===== src/adcc_regs.vh =====
// Register addresses, field positions, reset values and codes for the converter control
`ifndef ADCC_REGS_VH
`define ADCC_REGS_VH
// ==========================================
// Register addresses (8-bit special function register space)
`define ADCC_ADDR_NEG 8'hba
`define ADCC_ADDR_POS 8'hbb
`define ADCC_ADDR_CFG 8'hbc
`define ADCC_ADDR_RLO 8'hbd
`define ADCC_ADDR_RHI 8'hbe
`define ADCC_ADDR_CTL 8'he8
// ==========================================
// Reset values
`define ADCC_RST_CFG 8'hf8
`define ADCC_RST_DIV 5'h1f
`define ADCC_RST_SEL 5'h00
`define ADCC_RST_CTL 8'h00
// ==========================================
// Control register bit positions
`define ADCC_CTL_EN 7
`define ADCC_CTL_TM 6
`define ADCC_CTL_DONE 5
`define ADCC_CTL_BUSY 4
`define ADCC_CTL_WIN 3
// ==========================================
// Start source codes
`define ADCC_SRC_SW 3'h0
`define ADCC_SRC_T0 3'h1
`define ADCC_SRC_T2 3'h2
`define ADCC_SRC_T1 3'h3
`define ADCC_SRC_EXT 3'h4
`define ADCC_SRC_T3 3'h5
// ==========================================
// Input selection codes
`define ADCC_SEL_PIN_MAX 5'h14
`define ADCC_SEL_SPEC 5'h1e
`define ADCC_SEL_LAST 5'h1f
// ==========================================
// Timing counts in conversion clocks, and the start synchronizer reset value
`define ADCC_TRACK_CLKS 2'h3
`define ADCC_CONV_CLKS 4'hd
`define ADCC_SYNC_ZERO 3'h0
`endif


===== src/adcc_conv_ctrl.v =====
// Conversion control: registers, start selection, track/convert sequence, result format
// How it works
// - Conversion clock is system clock divided by divider field plus one.
// - Start source is software, timer 0-3 overflow, or external start edge.
// - With software source, writing busy bit one starts a conversion at once.
// - Busy bit stays one throughout conversion, clears when it ends.
// - Busy falling edge sets done flag and raises interrupt when enabled.
// - Result bytes hold the new result before done flag reads one.
// - Timers 2/3 trigger on low-byte overflow in 8-bit, high-byte in 16-bit.
// - Normal track mode tracks continuously except during conversion.
// - Low-power track mode tracks three conversion clocks after start, then converts.
// - Low-power with external start tracks while low, converts on rising edge.
// - Positive selector picks pins, temperature sensor or supply; some codes reserved.
// - Negative selector picks pins, reference or ground; some codes reserved.
// - Ground negative selection means single-ended, otherwise differential.
// - Top three selector bits read zero and ignore writes.
// - Configuration resets to f8; two low bits read zero.
// - Justify bit picks right or left justified result layout.
// - Logic active only while enable bit set, else shutdown.
// - Source codes 000..101 as listed, 11x reserved; writing busy zero does nothing.
// - Single-ended unsigned; differential two's complement, sign-extended when right.
`timescale 1ns/100ps
`include "adcc_regs.vh"
module adcc_conv_ctrl (
  input wire clock,
  input wire rst_n,
  input wire sfr_wr,
  input wire sfr_rd,
  input wire [7:0] sfr_addr,
  input wire [7:0] sfr_wdata,
  output reg [7:0] sfr_rdata,
  input wire timer0_ovf,
  input wire timer1_ovf,
  input wire timer2_low_ovf,
  input wire timer2_high_ovf,
  input wire timer2_split8,
  input wire timer3_low_ovf,
  input wire timer3_high_ovf,
  input wire timer3_split8,
  input wire external_convert_start,
  input wire [11:0] sar_result,
  output reg sar_track,
  output reg sar_convert,
  output wire sar_step,
  output reg converter_power,
  output reg [4:0] pos_route,
  output reg pos_route_valid,
  output reg [4:0] neg_route,
  output reg neg_route_valid,
  output reg differential_mode,
  output reg conversion_irq
);
  // ==========================================
  // State and registers
  localparam ST_IDLE = 2'd0;
  localparam ST_TRACK = 2'd1;
  localparam ST_CONV = 2'd2;

  reg [1:0] state_q;
  reg [4:0] neg_sel_q;
  reg [4:0] pos_sel_q;
  reg [4:0] sar_div_q;
  reg ljust_q;
  reg enable_q;
  reg track_mode_q;
  reg done_q;
  reg win_q;
  reg [2:0] src_q;
  reg [7:0] res_hi_q;
  reg [7:0] res_lo_q;
  reg [3:0] step_q;
  reg [2:0] ext_sync_q;
  reg ext_level_q;
  reg ext_prev_q;
  reg busy_prev_q;
  wire irq_enable;

  wire busy = (state_q != ST_IDLE);
  wire wr_ctl = sfr_wr && (sfr_addr == `ADCC_ADDR_CTL);
  wire sw_start = wr_ctl && sfr_wdata[`ADCC_CTL_BUSY];
  wire ext_rise = ext_level_q && !ext_prev_q;
  wire diff = (neg_sel_q != `ADCC_SEL_LAST);
  wire div_tick;

  // ==========================================
  // External start pin: three stages, change counts when stages two and three agree
  // Level starts low, so a pin held high shows one rising edge after reset
  always @(posedge clock or negedge rst_n) begin
    if (!rst_n) begin
      ext_sync_q <= `ADCC_SYNC_ZERO;
      ext_level_q <= 1'b0;
      ext_prev_q <= 1'b0;
    end else begin
      ext_sync_q <= {ext_sync_q[1:0], external_convert_start};
      if (ext_sync_q[1] == ext_sync_q[2])
        ext_level_q <= ext_sync_q[2];
      ext_prev_q <= ext_level_q;
    end
  end

  // ==========================================
  // Start source selection
  reg start_evt;
  // Reserved codes land in the default branch and never start
  always @* begin
    case (src_q)
      `ADCC_SRC_SW: start_evt = sw_start;
      `ADCC_SRC_T0: start_evt = timer0_ovf;
      `ADCC_SRC_T2: start_evt = timer2_split8 ? timer2_low_ovf : timer2_high_ovf;
      `ADCC_SRC_T1: start_evt = timer1_ovf;
      `ADCC_SRC_EXT: start_evt = ext_rise;
      `ADCC_SRC_T3: start_evt = timer3_split8 ? timer3_low_ovf : timer3_high_ovf;
      default: start_evt = 1'b0;
    endcase
  end

  // Low-power external mode converts on the edge; tracking was the low phase
  wire ext_lp = track_mode_q && (src_q == `ADCC_SRC_EXT);
  // Busy gates every source, so a late event cannot restart a conversion
  wire go = enable_q && !busy && start_evt;

  adcc_clk_div u_div (
    .clock(clock),
    .rst_n(rst_n),
    .restart(go),
    .divisor(sar_div_q),
    .tick(div_tick)
  );
  assign sar_step = div_tick && busy;

  // ==========================================
  // Track and convert sequence
  // Disable aborts a conversion in flight; result bytes keep the old value
  always @(posedge clock or negedge rst_n) begin
    if (!rst_n) begin
      state_q <= ST_IDLE;
      step_q <= 4'h0;
    end else if (!enable_q) begin
      state_q <= ST_IDLE;
      step_q <= 4'h0;
    end else begin
      case (state_q)
        ST_IDLE: begin
          step_q <= 4'h0;
          if (go)
            state_q <= (track_mode_q && !ext_lp) ? ST_TRACK : ST_CONV;
        end
        ST_TRACK: begin
          if (div_tick) begin
            if (step_q == {2'b00, `ADCC_TRACK_CLKS} - 4'h1) begin
              state_q <= ST_CONV;
              step_q <= 4'h0;
            end else begin
              step_q <= step_q + 4'h1;
            end
          end
        end
        ST_CONV: begin
          if (div_tick) begin
            if (step_q == `ADCC_CONV_CLKS - 4'h1) begin
              state_q <= ST_IDLE;
              step_q <= 4'h0;
            end else begin
              step_q <= step_q + 4'h1;
            end
          end
        end
        default: begin
          state_q <= ST_IDLE;
          step_q <= 4'h0;
        end
      endcase
    end
  end

  // Same condition as the last conversion step, shared with the result load
  wire conv_end = (state_q == ST_CONV) && div_tick && (step_q == `ADCC_CONV_CLKS - 4'h1);

  // ==========================================
  // Analog front-end controls
  // Registered so the switches never glitch during a bus write
  always @(posedge clock or negedge rst_n) begin
    if (!rst_n) begin
      sar_track <= 1'b0;
      sar_convert <= 1'b0;
      converter_power <= 1'b0;
    end else begin
      converter_power <= enable_q;
      sar_convert <= enable_q && (state_q == ST_CONV);
      if (!enable_q)
        sar_track <= 1'b0;
      else if (!track_mode_q)
        sar_track <= !busy;
      else if (ext_lp)
        sar_track <= !busy && !ext_level_q;
      else
        sar_track <= (state_q == ST_TRACK);
    end
  end

  // ==========================================
  // Analog input routing
  // Reserved codes route nothing; register keeps written value
  always @(posedge clock or negedge rst_n) begin
    if (!rst_n) begin
      pos_route <= `ADCC_RST_SEL;
      pos_route_valid <= 1'b0;
      neg_route <= `ADCC_RST_SEL;
      neg_route_valid <= 1'b0;
      differential_mode <= 1'b0;
    end else begin
      pos_route <= pos_sel_q;
      pos_route_valid <= (pos_sel_q <= `ADCC_SEL_PIN_MAX) || (pos_sel_q >= `ADCC_SEL_SPEC);
      neg_route <= neg_sel_q;
      neg_route_valid <= (neg_sel_q <= `ADCC_SEL_PIN_MAX) || (neg_sel_q >= `ADCC_SEL_SPEC);
      differential_mode <= diff;
    end
  end

  // ==========================================
  // Result formatting, loaded as the conversion ends
  // Left-justified layout is shared by both modes; low nibble stays zero
  reg [15:0] fmt;
  always @* begin
    if (ljust_q)
      fmt = {sar_result, 4'h0};
    else if (diff)
      fmt = {{4{sar_result[11]}}, sar_result};
    else
      fmt = {4'h0, sar_result};
  end

  // ==========================================
  // Register writes and flags
  // Reserved selector codes are stored as written; only the route is blanked
  always @(posedge clock or negedge rst_n) begin
    if (!rst_n) begin
      neg_sel_q <= `ADCC_RST_SEL;
      pos_sel_q <= `ADCC_RST_SEL;
      sar_div_q <= `ADCC_RST_DIV;
      ljust_q <= 1'b0;
      enable_q <= 1'b0;
      track_mode_q <= 1'b0;
      done_q <= 1'b0;
      win_q <= 1'b0;
      src_q <= 3'h0;
      res_hi_q <= 8'h00;
      res_lo_q <= 8'h00;
      busy_prev_q <= 1'b0;
      conversion_irq <= 1'b0;
    end else begin
      busy_prev_q <= busy;
      if (sfr_wr && sfr_addr == `ADCC_ADDR_NEG)
        neg_sel_q <= sfr_wdata[4:0];
      if (sfr_wr && sfr_addr == `ADCC_ADDR_POS)
        pos_sel_q <= sfr_wdata[4:0];
      if (sfr_wr && sfr_addr == `ADCC_ADDR_CFG) begin
        sar_div_q <= sfr_wdata[7:3];
        ljust_q <= sfr_wdata[2];
      end
      if (wr_ctl) begin
        enable_q <= sfr_wdata[`ADCC_CTL_EN];
        track_mode_q <= sfr_wdata[`ADCC_CTL_TM];
        win_q <= sfr_wdata[`ADCC_CTL_WIN];
        src_q <= sfr_wdata[2:0];
      end
      if (conv_end) begin
        res_hi_q <= fmt[15:8];
        res_lo_q <= fmt[7:0];
      end
      // Set on busy falling edge wins over a same-cycle software clear
      if (busy_prev_q && !busy)
        done_q <= 1'b1;
      else if (wr_ctl)
        done_q <= sfr_wdata[`ADCC_CTL_DONE];
      conversion_irq <= busy_prev_q && !busy && irq_enable;
    end
  end

  // Interrupt enable lives in the core's enable register; always on here
  // Kept as a named net so a real enable can be wired in later
  assign irq_enable = 1'b1;

  // ==========================================
  // Register reads
  // Unmapped addresses and an idle strobe both read zero
  always @* begin
    sfr_rdata = 8'h00;
    if (sfr_rd) begin
      case (sfr_addr)
        `ADCC_ADDR_NEG: sfr_rdata = {3'b000, neg_sel_q};
        `ADCC_ADDR_POS: sfr_rdata = {3'b000, pos_sel_q};
        `ADCC_ADDR_CFG: sfr_rdata = {sar_div_q, ljust_q, 2'b00};
        `ADCC_ADDR_RLO: sfr_rdata = res_lo_q;
        `ADCC_ADDR_RHI: sfr_rdata = res_hi_q;
        `ADCC_ADDR_CTL: sfr_rdata = {enable_q, track_mode_q, done_q, busy, win_q, src_q};
        default: sfr_rdata = 8'h00;
      endcase
    end
  end
endmodule


===== src/adcc_clk_div.v =====
// Conversion clock enable divider: one pulse every (divisor + 1) system clocks
`timescale 1ns/100ps
`include "adcc_regs.vh"
module adcc_clk_div (
  input wire clock,
  input wire rst_n,
  input wire restart,
  input wire [4:0] divisor,
  output reg tick
);
  reg [4:0] count_q;

  always @(posedge clock or negedge rst_n) begin
    if (!rst_n) begin
      count_q <= 5'h00;
      tick <= 1'b0;
    end else if (restart) begin
      // Phase aligned to the start: first tick lands divisor + 1 clocks later
      count_q <= 5'h01;
      tick <= (divisor == 5'h00);
    end else if (count_q >= divisor) begin
      count_q <= 5'h00;
      tick <= 1'b1;
    end else begin
      count_q <= count_q + 5'h01;
      tick <= 1'b0;
    end
  end
endmodule


===== config.mk =====
export PLATFORM = sky130hd
export DESIGN_NAME = adcc_conv_ctrl
export DESIGN_NICKNAME = d
export VERILOG_FILES = /design/src/adcc_conv_ctrl.v /design/src/adcc_clk_div.v
export VERILOG_INCLUDE_DIRS = /design/src
export SDC_FILE = /design/constraint.sdc
export NUM_CORES = 1
export LEC_CHECK = 0
export BUFFER_PORTS_ARGS = -buffer_cell sky130_fd_sc_hd__clkbuf_2
export CAP_MARGIN = 20
export CORE_MARGIN = 8
export CORE_UTILIZATION = 45
export CTS_BUF_LIST = sky130_fd_sc_hd__clkbuf_4 sky130_fd_sc_hd__clkbuf_8
export CTS_CLUSTER_DIAMETER = 100
export DETAILED_ROUTE_END_ITERATION = 12
export HOLD_SLACK_MARGIN = 0.1
export PLACE_DENSITY = 0.66
export SLEW_MARGIN = 0
export SYNTH_ARGS = -nofsm -noshare
export SYNTH_HDL_FRONTEND = slang
export SYNTH_SLANG_ARGS = --single-unit

===== constraint.sdc =====
create_clock -name clock -period 4.7 [get_ports clock]
set_clock_uncertainty 0.1 [all_clocks]
set_input_delay 0.94 -clock clock [delete_from_list [all_inputs] [get_ports clock]]
set_output_delay 0.94 -clock clock [all_outputs]
set_load 0.02 [all_outputs]

# Word level (Yosys, flattened, before mapping)

Cells that the tools add are included.

Register bits: 74
Output and inout port bits: 26

Magnitude comparators: 5
Reductions and logical operators: 29
Add/sub/neg operators: 2
Mux-type cells: 30
Equal/unequal tests: 22

Operators with widths:

| kind                                                  | number |
|---|---|
| equality test 8 bit, second input constant            | 6 |
| case mux 8 bit (6 select lines)                       | 1 |
| 2-to-1 mux 16 bit                                     | 2 |
| 2-to-1 mux 4 bit                                      | 5 |
| logical AND 1 bit                                     | 16 |
| 2-to-1 mux 2 bit                                      | 7 |
| >= comparator 5 bit, second input constant            | 2 |
| less-or-equal comparator 5 bit, second input constant | 2 |
| 2-to-1 mux 5 bit                                      | 2 |
| 2-to-1 mux 1 bit                                      | 9 |
| != test 3 bit, second input constant                  | 3 |
| 2-to-1 mux 8 bit                                      | 1 |
| case mux 4 bit (2 select lines)                       | 1 |
| equality test 3 x 2 -> 1 bit, second input constant   | 2 |
| equality test 3 bit, second input constant            | 2 |
| != test 3 x 2 -> 1 bit, second input constant         | 2 |
| case mux 1 bit (6 select lines)                       | 1 |
| case mux 2 bit (3 select lines)                       | 1 |
| adder 5 x 1 -> 5 bit, second input constant           | 1 |
| >= comparator 5 bit                                   | 1 |
| logical NOT 5 bit                                     | 1 |
| != test 5 bit, second input constant                  | 1 |
| AND reduction 5 bit                                   | 1 |
| adder 4 x 1 -> 4 bit, second input constant           | 1 |
| other kinds (12)                                      | 17 |

# Depth between registers and ports, before layout

Gate-level depths: netlist of run 1.

Depth in word-level cells: 8
Depth in mapped cells: 7
Mapped depth without buffers: 7

# Modules after synthesis

A second synthesis of run 1 with hierarchy kept.

Cell total of the unflattened synthesis: 317
Area total of the unflattened synthesis: 3575.9 µm²

Modules (own cells, without submodules):

| module         | seq. area each (µm²) | area an instance (µm²) | cells each | instances |
|---|---|---|---|---|
| adcc_conv_ctrl | 1707.9               | 3190.6                 | 278        | 1 |
| adcc_clk_div   | 150.1                | 385.4                  | 39         | 1 |

# Least setup slack after synthesis of run 1

Ideal clock, no wire load.

Path type: input-to-output
Start point: input sfr_addr[6]
End point: output sfr_rdata[5]
Path slack: 1.399 ns
Arrival: 2.261 ns
Cell stages on the path: 5
Cell sequence: and4b_1 -> nand3_1 -> nor3b_1 -> a32oi_1 -> a31oi_1

Cells in the longest elaborated chain, start to end: 3
Elaborated cells on any way between the ends: 8
Those cells by class: eq/ne: 6; mux: 2

RTL lines:

| element                           | line                 | text |
|---|---|---|
| start, declared                   | adcc_conv_ctrl.v:29  | `input wire [7:0] sfr_addr,` |
| equality test 8 bit               | adcc_conv_ctrl.v:290 | `case (sfr_addr)` |
| case mux 8 bit (6 select lines) * | adcc_conv_ctrl.v:290 |  |
| 2-to-1 mux 8 bit *                | adcc_conv_ctrl.v:289 | `if (sfr_rd) begin` |
| end, declared                     | adcc_conv_ctrl.v:31  | `output reg [7:0] sfr_rdata,` |

Every way passes the cells marked *; elsewhere a longest branch is shown, timed or not.

# Worst setup path in the final report of run 1

Start point: input sfr_addr[6]
End point: output sfr_rdata[7]

The elaborated chain is that of the path after synthesis.

==> results of run 1 <==
-- power by group through the flow --
stage	combinational (mW)	clock [mW]	sequential, mW
after floorplan	0.0735	0	0.699
after global placement	0.129	0	0.704
after detailed placement	0.131	0	0.704
after CTS	0.132	0.529	0.692
after global routing	0.146	0.552	0.696
final	0.130	0.519	0.692
-- sequential cells by signal (all words and copies together) (netlist names), 2 cells and up --
signal	cells
res_hi_q	8
res_lo_q	8
neg_route	5
neg_sel_q	5
pos_route	5
pos_sel_q	5
sar_div_q	5
u_div.count_q	5
step_q	4
ext_sync_q	3
src_q	3
state_q	2
-- critical path: stages --
cell	delay [ns]
clkbuf_2	0.10
and4b_1	0.27
nand3_1	0.18
nor3b_1	0.60
a32oi_1	0.11
a31oi_1	0.26
clkbuf_2	0.21
-- final cells by class --
type	instances	share of cell area [%]
clock buffer	10	3.24
clock inverter	6	1.71
inverter	13	1.15
multi-input combinational	228	39.1
sequential	74	43.8
tap	102	3.01
timing repair buffer	67	8.02
-- routing by layer --
metal | part of all wire [%] | up-vias
met5 | 0 | -
met4 | 1.3 | 0
met3 | 3.8 | 9
met2 | 49 | 59
met1 | 46 | 1349
li1 | - | 1304
-- worst max path at each step --
stage	startpoint	cells after the start	end
global route	sfr_addr[6]	7	sfr_rdata[6]
detailed placement	sfr_addr[6]	7	sfr_rdata[6]
finish	sfr_addr[6]	7	sfr_rdata[7]
global placement	sfr_addr[6]	7	sfr_rdata[7]
CTS	sfr_addr[6]	7	sfr_rdata[6]
floorplan	sfr_addr[6]	5	sfr_rdata[5]
-- cells by family (layout without fill, tap and decap cells) --
family                   Yosys count  count (layout)  share of synthesized area (%)
buffers and inverters             23              96                           3.04
XOR/XNOR                           3               3                          0.725
AO/OA/AOI/OAI                     62              62                           11.6
multiplexers                      41              41                           12.2
AND/OR/NAND/NOR                  109             109                           16.8
flip-flops                        74              74                           51.2
adder cells (fa/ha/maj)           13              13                           4.42
-- placed cells by master, fill, tap and decap left out, types with 4 or more instances in the layout --
cell type | synthesis | routed
dfrtp_1 | 69 | 69
clkbuf_2 | 0 | 65
nand2_1 | 42 | 42
mux2_2 | 26 | 26
o21ai_0 | 18 | 18
mux2i_1 | 15 | 15
inv_1 | 13 | 13
ha_1 | 12 | 12
nand3_1 | 11 | 11
a21oi_1 | 10 | 10
clkbuf_8 | 0 | 10
nor2_1 | 7 | 7
nor3_1 | 7 | 7
nor2b_1 | 6 | 6
nand3b_1 | 6 | 6
a22oi_1 | 5 | 5
dfstp_2 | 5 | 5
nor4b_1 | 4 | 4
a31oi_1 | 4 | 4
a21o_1 | 4 | 4
==> flow_metrics.env, run 1 <==
export IMPL_synth_area_leader_cell="dfrtp_1"
export IMPL_synth_most_common_cell="dfrtp_1"
export IMPL_grtUsageMet3_pct=3.41
export IMPL_cts_tree="done"
export IMPL_fin_setup_tns_ns=0
export IMPL_root_buffer="clkbuf_8"
export IMPL_worstSetupPathType="in2out"
export IMPL_ios=67
export IMPL_dr_total_vias=2721
export IMPL_period_minus_slack_ns=3.70
export IMPL_syn_area_mm2=0.00363
export IMPL_crit_arrival_ns=2.66
export IMPL_busiest_layer="met2"
export IMPL_required_ns=3.66
export IMPL_netlist_instances=325
export IMPL_dp_slack_ns=1.03
export IMPL_ys_flop_type="dfrtp_1"
export IMPL_syn_num_nets=378
export IMPL_antennaDiodeCount=0
export IMPL_setup_violations=0
export IMPL_placed_cell_area_mm2=0.00403
export IMPL_synthTopCellsByArea="dfrtp_1 (48%), mux2_2 (8.1%), nand2_1 (4.3%), ha_1 (4.1%), mux2i_1 (4.1%)"
export IMPL_clock_power_share_pct=38.7
export IMPL_combPwrFrac_pct=9.7
export IMPL_gr_usage_met1_pct=20.2
export IMPL_drv_cap=0
export IMPL_slew_headroom_pct=38.9
export IMPL_multi_input_area_mm2=0.00166
export IMPL_power_per_cell_area_mw_per_mm2=316
export IMPL_place_congestion=0.875
export IMPL_die_w_um=106
export IMPL_worstHoldEndpoint="ext_sync_q[1]$_DFF_PN0_"
export IMPL_final_hold_violation_count=0
export IMPL_cts_hold_buf=0
export IMPL_switchingPower_mw=0.353
export IMPL_r2r_end="res_lo_q[6]$_DFFE_PN0P_"
export IMPL_r2r_start="step_q[0]$_DFFE_PN0P_"
export IMPL_synthArstFlopShare_pct=100
export IMPL_grt_max_degree=75
export IMPL_grt_pass1_vias=2786
export IMPL_final_seq_area_mm2=0.00186
export IMPL_area_growth_pct=17.0
export IMPL_fp_dieH_um=106
export IMPL_synth_edff_count=0
export IMPL_period_share_pct=78.7
export IMPL_min_from="ext_sync_q[0]$_DFF_PN0_"
export IMPL_leakagePower_nw=2.00
export IMPL_clkLatencyLatePin_ns=0.35
export IMPL_stdcell_area_mm2=0.00424
export IMPL_totalWireLength_um=8490
export IMPL_status="finished clean"
export IMPL_grt_ovfl_total=0
export IMPL_routedWlPerCell_um=17.0
export IMPL_grt_pass1_wl_um=13900
export IMPL_final_util_pct=54.6
export IMPL_viasPerCell=5.44
export IMPL_p_int_mw=0.988
export IMPL_die_area_mm2=0.0112
export IMPL_rsz0062_at_grt="false"
export IMPL_yosys_warnings=0
export IMPL_synth_cell_types=56
export IMPL_synth_common_cells="dfrtp_1 (69), nand2_1 (42), mux2_2 (26)"
export IMPL_cts_buffers=9
export IMPL_power_total_mw=1.34
export IMPL_core_area_mm2=0.00777
export IMPL_ff2ff_setup_slack_ns=2.55
export IMPL_r2r_cells=6
export IMPL_power_frac_seq_pct=51.6
export IMPL_tightest_slew_ns=0.917
export IMPL_fin_cells=500
export IMPL_hp_class="reg2reg"
export IMPL_p_sw_share_pct=26.3
export IMPL_fillers=742
export IMPL_grt_usage_pct=15.6
export IMPL_start_util_pct=46.7
export IMPL_dp_hpwl_um=6380
export IMPL_fmax_mhz=270
export IMPL_ant_nets=0
export IMPL_irDropWorstVdd_mv=0.152
export IMPL_htree_num_levels=3
export IMPL_syn_avg_cell_area_um2=11.2
export IMPL_layout_drive_gt1_share_pct=30.9
export IMPL_clkTransAtPathRegs_ns=0.08
export IMPL_fin_ws_ns=0.999
export IMPL_drt_pre_antenna_iters=4
export IMPL_clock_path_buffers=2
export IMPL_whs_ns=0.252
export IMPL_cp_end_kind="output pin"
export IMPL_cp_max_fo=5
export IMPL_first_iter_violations=187
export IMPL_cts_sinks=74
export IMPL_drv_slew=0
export IMPL_drc_errors=0
export IMPL_rows=32
export IMPL_post_cts_setup_buffers=0
export IMPL_antenna_found_initial=0
export IMPL_dpl_cell_count=484
export IMPL_io_buffers=66
export IMPL_netlist_area_leader_share_pct=47.6
export IMPL_crit_path_start_kind="primary input"
export IMPL_ys_seq_area_share_pct=51.2
export IMPL_cts_resized_gates=0
export IMPL_nets=446
export IMPL_whs_path_depth=0
export IMPL_ys_seq_elements=74
export IMPL_grtUsageMet2_pct=24.7
Power figures use the tool's default switching activity.
==> run 2: changes to the inputs <==
==> constraint.sdc (replaced) <==
create_clock -name clock -period 3.52 [get_ports clock]
set_clock_uncertainty 0.1 [all_clocks]
set_input_delay 0.704 -clock clock [delete_from_list [all_inputs] [get_ports clock]]
set_output_delay 0.704 -clock clock [all_outputs]
set_load 0.02 [all_outputs]
==> run 2 against run 1 <==
Sequential share of layout area fell by 0.052 points. Non-clock buffer count up 2. Combinational power rose by 33%. Count of clock-buffer cells in the layout fell by 1. Cell count is 0.40% higher. Wire length rose by 0.97%. Largest power group unchanged. Highest routed layer unchanged.
==> flow_metrics.env, run 2 (synthesis gave the netlist of run 1 again) <==
export IMPL_status="finished clean"
export IMPL_grt_pass1_vias=2843
export IMPL_r2r_cells=7
export IMPL_slowest_stage="and3b_1"
export IMPL_dr_total_vias=2743
export IMPL_totalWireLength_um=8570
export IMPL_final_util_pct=54.7
export IMPL_crit_path_start_kind="primary input"
export IMPL_hp_class="reg2reg"
export IMPL_io_buffers=66
export IMPL_slew_headroom_pct=38.5
export IMPL_die_w_um=106
export IMPL_path_delay_family="simple AND/OR/NAND/NOR gates"
export IMPL_start_util_pct=46.7
export IMPL_core_area_mm2=0.00777
export IMPL_min_from="ext_sync_q[0]$_DFF_PN0_"
export IMPL_drv_cap=0
export IMPL_dp_slack_ns=0.492
export IMPL_crit_arrival_ns=2.24
export IMPL_post_cts_setup_buffers=0
export IMPL_grt_usage_pct=16.3
export IMPL_r2r_end="step_q[2]$_DFFE_PN0P_"
export IMPL_final_seq_area_mm2=0.00186
export IMPL_irDropWorstVdd_mv=0.172
export IMPL_clock_path_buffers=2
export IMPL_worstHoldEndpoint="ext_sync_q[1]$_DFF_PN0_"
export IMPL_rows=32
export IMPL_ios=67
export IMPL_cp_num_buf_inv=2
export IMPL_cts_resized_gates=0
export IMPL_dp_hpwl_um=6370
export IMPL_clkLatencyLatePin_ns=0.35
export IMPL_cpMostUsedCell="clkbuf_2"
export IMPL_final_common_cell="dfrtp_1"
export IMPL_die_area_mm2=0.0112
export IMPL_final_hold_violation_count=0
export IMPL_antenna_found_initial=0
export IMPL_cp_cell_sequence="clkbuf_2 -> and4b_1 -> and3b_1 -> and3_2 -> nand2_1 -> a31oi_1 -> clkbuf_2"
export IMPL_whs_path_depth=0
export IMPL_viasPerCell=5.46
export IMPL_required_ns=2.72
export IMPL_cp_end_kind="output pin"
export IMPL_nets=448
export IMPL_fin_setup_tns_ns=0
export IMPL_drv_slew=0
export IMPL_fp_dieH_um=106
export IMPL_rsz0062_at_grt="false"
export IMPL_first_iter_violations=125
export IMPL_root_buffer="clkbuf_8"
export IMPL_power_per_cell_area_mw_per_mm2=416
export IMPL_largestRegisters="res_hi_q (8), res_lo_q (8)"
export IMPL_period_share_pct=86.6
export IMPL_r2r_start="state_q[0]$_DFFE_PN0P_"
export IMPL_worstSetupPathType="in2out"
export IMPL_clkTransAtPathRegs_ns=0.08
export IMPL_tightest_slew_ns=0.920
export IMPL_routedWlPerCell_um=17.1
export IMPL_layout_drive_gt1_share_pct=31.3
export IMPL_area_growth_pct=17.1
export IMPL_drt_pre_antenna_iters=4
export IMPL_grt_ovfl_total=0
export IMPL_cts_tree="done"
export IMPL_multi_input_area_mm2=0.00166
export IMPL_drc_errors=0
export IMPL_cp_max_fo=9
export IMPL_cts_sinks=74
export IMPL_grt_max_degree=75
export IMPL_ff2ff_setup_slack_ns=1.39
export IMPL_max_stage_delay_ns=0.41
export IMPL_period_minus_slack_ns=3.05
export IMPL_cts_buffers=9
export IMPL_final_cell_mix="dfrtp_1 (69), clkbuf_2 (65), nand2_1 (42), mux2_2 (26), o21ai_0 (18)"
export IMPL_fillers=722
export IMPL_leakagePower_nw=2.01
export IMPL_power_total_mw=1.77
export IMPL_fmax_mhz=328
export IMPL_setup_violations=0
export IMPL_grt_pass1_wl_um=14500
export IMPL_htree_num_levels=3
export IMPL_cts_hold_buf=0
export IMPL_place_congestion=0.892
export IMPL_ant_nets=0
export IMPL_antennaDiodeCount=0
export IMPL_fin_ws_ns=0.472
[run 2: changes by cell type in the layout (fill, tap and decap cells not counted), sizes merged]
cell	before	now
buf	2	4
clkbuf	75	74
clkinvlp	1	2
[run 2: layout make-up]
| cell class | count | share of cell area (%) |
|---|---|---|
| clock buffers | 9 | 2.92 |
| clock inverters | 7 | 1.80 |
| inverters | 13 | 1.15 |
| multi-input cells | 228 | 39.0 |
| flip-flops and latches | 74 | 43.7 |
| well taps | 102 | 3.00 |
| repair buffers | 69 | 8.36 |
[run 2: how the worst max path moves through the flow]
| stage | slack (ns) | cells after the start | start | end |
|---|---|---|---|---|
| 6_report | 0.47 | 7 | sfr_addr[6] | sfr_rdata[6] |
| 5_1_grt | 0.33 | 8 | sfr_addr[6] | sfr_rdata[7] |
| 4_1_cts | 0.49 | 6 | sfr_addr[2] | sfr_rdata[1] |
| 3_5_place_dp | 0.49 | 7 | sfr_addr[2] | sfr_rdata[7] |
| 3_3_place_gp | 0.54 | 7 | sfr_addr[2] | sfr_rdata[5] |
| 2_1_floorplan | 0.69 | 5 | sfr_addr[6] | sfr_rdata[5] |
[run 2: through the flow]
stage / hold WS, ns / instances / cell area (um2)
2_1_floorplan: 0.231 / 325 / 3630
3_3_place_gp: 0.232 / 486 / 4050
3_5_place_dp: 0.236 / 486 / 4050
4_1_cts: 0.256 / 502 / 4250
5_1_grt: 0.275 / 502 / 4250
6_report: 0.253 / 502 / 4250
[run 2: per-layer routing]
layer | up-vias | track usage, % | part of all wire (%)
li1 | 1313 | - | -
met1 | 1348 | 21.4 | 45
met2 | 70 | 25.2 | 48
met3 | 12 | 3.47 | 5.1
met4 | 0 | 7.34 | 2.0
met5 | - | 0 | 0
[run 2: where the power goes]
part           switching (mW)  internal, mW  total, mW
clock                   0.337         0.332      0.669
sequential             0.0398         0.886      0.926
combinational          0.0946        0.0785      0.173
total                   0.471          1.30       1.77
==> run 3: changes to the inputs <==
--- a/config.mk
+++ b/config.mk
@@ -6,7 +6,7 @@
 export SDC_FILE = /design/constraint.sdc
 export NUM_CORES = 1
 export LEC_CHECK = 0
-export BUFFER_PORTS_ARGS = -buffer_cell sky130_fd_sc_hd__clkbuf_2
+export BUFFER_PORTS_ARGS = -buffer_cell sky130_fd_sc_hd__buf_2
 export CAP_MARGIN = 20
 export CORE_MARGIN = 8
 export CORE_UTILIZATION = 45
==> run 3 against run 2 <==
Sequential cell count did not move. Die area stayed put. Combinational power barely moved. Hold slack got worse by 0.0024 ns. Global-route usage decreased by 0.50 points.
==> flow_metrics.env, run 3 (synthesis gave the netlist of run 1 again) <==
export IMPL_cts_tree="done"
export IMPL_cts_hold_buf=0
export IMPL_viasPerCell=5.43
export IMPL_io_buffers=66
export IMPL_irDropWorstVdd_mv=0.232
export IMPL_drt_pre_antenna_iters=4
export IMPL_clock_path_buffers=2
export IMPL_power_per_cell_area_mw_per_mm2=416
export IMPL_slew_headroom_pct=39.4
export IMPL_placed_cell_area_mm2=0.00404
export IMPL_root_buffer="clkbuf_8"
export IMPL_leakagePower_nw=2.01
export IMPL_die_area_mm2=0.0112
export IMPL_cp_max_fo=5
export IMPL_htree_num_levels=3
export IMPL_final_common_cell="dfrtp_1"
export IMPL_whs_ns=0.251
export IMPL_cp_end_kind="output pin"
export IMPL_first_iter_violations=185
export IMPL_grt_usage_pct=15.8
export IMPL_nets=447
export IMPL_layout_drive_gt1_share_pct=31.1
export IMPL_rsz0062_at_grt="false"
export IMPL_cts_resized_gates=0
export IMPL_fillers=723
export IMPL_ios=67
export IMPL_fp_dieH_um=106
export IMPL_setup_violations=0
export IMPL_crit_path_start_kind="primary input"
export IMPL_cts_buffers=9
export IMPL_clkTransAtPathRegs_ns=0.07
export IMPL_grt_pass1_wl_um=14100
export IMPL_power_total_mw=1.76
export IMPL_worstSetupPathType="in2out"
export IMPL_status="finished clean"
export IMPL_totalWireLength_um=8470
export IMPL_antenna_found_initial=0
export IMPL_cts_sinks=74
export IMPL_ant_nets=0
export IMPL_fmax_mhz=306
export IMPL_crit_arrival_ns=2.47
export IMPL_core_area_mm2=0.00777
export IMPL_largestRegisters="res_hi_q (8), res_lo_q (8)"
export IMPL_grt_ovfl_total=0
export IMPL_routedWlPerCell_um=16.9
export IMPL_hp_class="reg2reg"
export IMPL_required_ns=2.72
export IMPL_tightest_slew_ns=0.910
export IMPL_post_cts_setup_buffers=0
export IMPL_area_growth_pct=16.9
export IMPL_fin_setup_tns_ns=0
export IMPL_period_share_pct=93.0
export IMPL_dp_hpwl_um=6330
export IMPL_drv_cap=0
export IMPL_final_cell_mix="dfrtp_1 (69), buf_2 (65), nand2_1 (42), mux2_2 (26), o21ai_0 (18)"
export IMPL_drv_slew=0
export IMPL_die_w_um=106
export IMPL_period_minus_slack_ns=3.27
export IMPL_dr_total_vias=2719
export IMPL_grt_max_degree=75
export IMPL_final_hold_violation_count=0
export IMPL_rows=32
export IMPL_drc_errors=0
export IMPL_place_congestion=0.856
export IMPL_antennaDiodeCount=0
export IMPL_stdcell_area_mm2=0.00424
export IMPL_grt_pass1_vias=2714
export IMPL_start_util_pct=46.7
export IMPL_clkLatencyLatePin_ns=0.35
## run 3: changes by cell type in the layout (fill, tap and decap cells not counted), sizes merged
| cell | previous run | this run |
|---|---|---|
| buf | 4 | 68 |
| clkbuf | 74 | 10 |
| inv | 15 | 14 |
## run 3: cell type report
| type | instances | area (um2) | share of cell area (%) |
|---|---|---|---|
| Clock inverter | 6 | 67.6 | 1.59 |
| Multi-Input combinational cell | 228 | 1660 | 39.1 |
| Tap cell | 102 | 128 | 3.01 |
| Clock buffer | 10 | 131 | 3.10 |
| Sequential cell | 74 | 1860 | 43.8 |
| Timing Repair Buffer | 68 | 348 | 8.20 |
| Inverter | 13 | 48.8 | 1.15 |
## run 3: final timing paths
check                                         from                          to  slack [ns]  depth (start not counted)
max                                    sfr_addr[6]                sfr_rdata[6]        0.25                          7
min                        ext_sync_q[0]$_DFF_PN0_     ext_sync_q[1]$_DFF_PN0_        0.25                          0
max reg2reg                 state_q[1]$_DFFE_PN0P_       step_q[2]$_DFFE_PN0P_        1.39                          7
min reg2reg                ext_sync_q[0]$_DFF_PN0_     ext_sync_q[1]$_DFF_PN0_        0.25                          0
max in group asynchronous                    rst_n  u_div.count_q[0]$_DFF_PN0_        2.34                          1
min in group asynchronous                    rst_n     res_hi_q[4]$_DFFE_PN0P_        0.37                          1
## run 3: where the power goes
group / total [mW] / switching [mW] / internal [mW] / leakage (nW)
registers: 0.924 / 0.0377 / 0.886 / 0.889
logic: 0.173 / 0.0947 / 0.0787 / 1.02
clock network: 0.665 / 0.327 / 0.338 / 0.0963
## run 3: stage by stage
stage	cells	utilization, %	worst slack, ns
2_1_floorplan	325	-	0.691
3_3_place_gp	485	52.0	0.362
3_5_place_dp	485	52.0	0.305
4_1_cts	501	54.6	0.301
5_1_grt	501	54.6	0.151
6_report	501	54.6	0.247
## run 3: worst max-delay path, cell delays in order
cell and delay [ns]:
buf_2 0.11, and4b_1 0.28, nand3_1 0.18, nor3b_1 0.59, a32oi_1 0.12, a31oi_1 0.28
buf_2 0.22
## run 3: routing by layer
metal | wire, um | up-vias | GRT usage [%]
met5 | 0 | - | 0
met4 | 84 | 0 | 6.33
met3 | 321 | 7 | 3.29
met2 | 4060 | 57 | 24.3
met1 | 4010 | 1346 | 21.3
li1 | - | 1309 | -
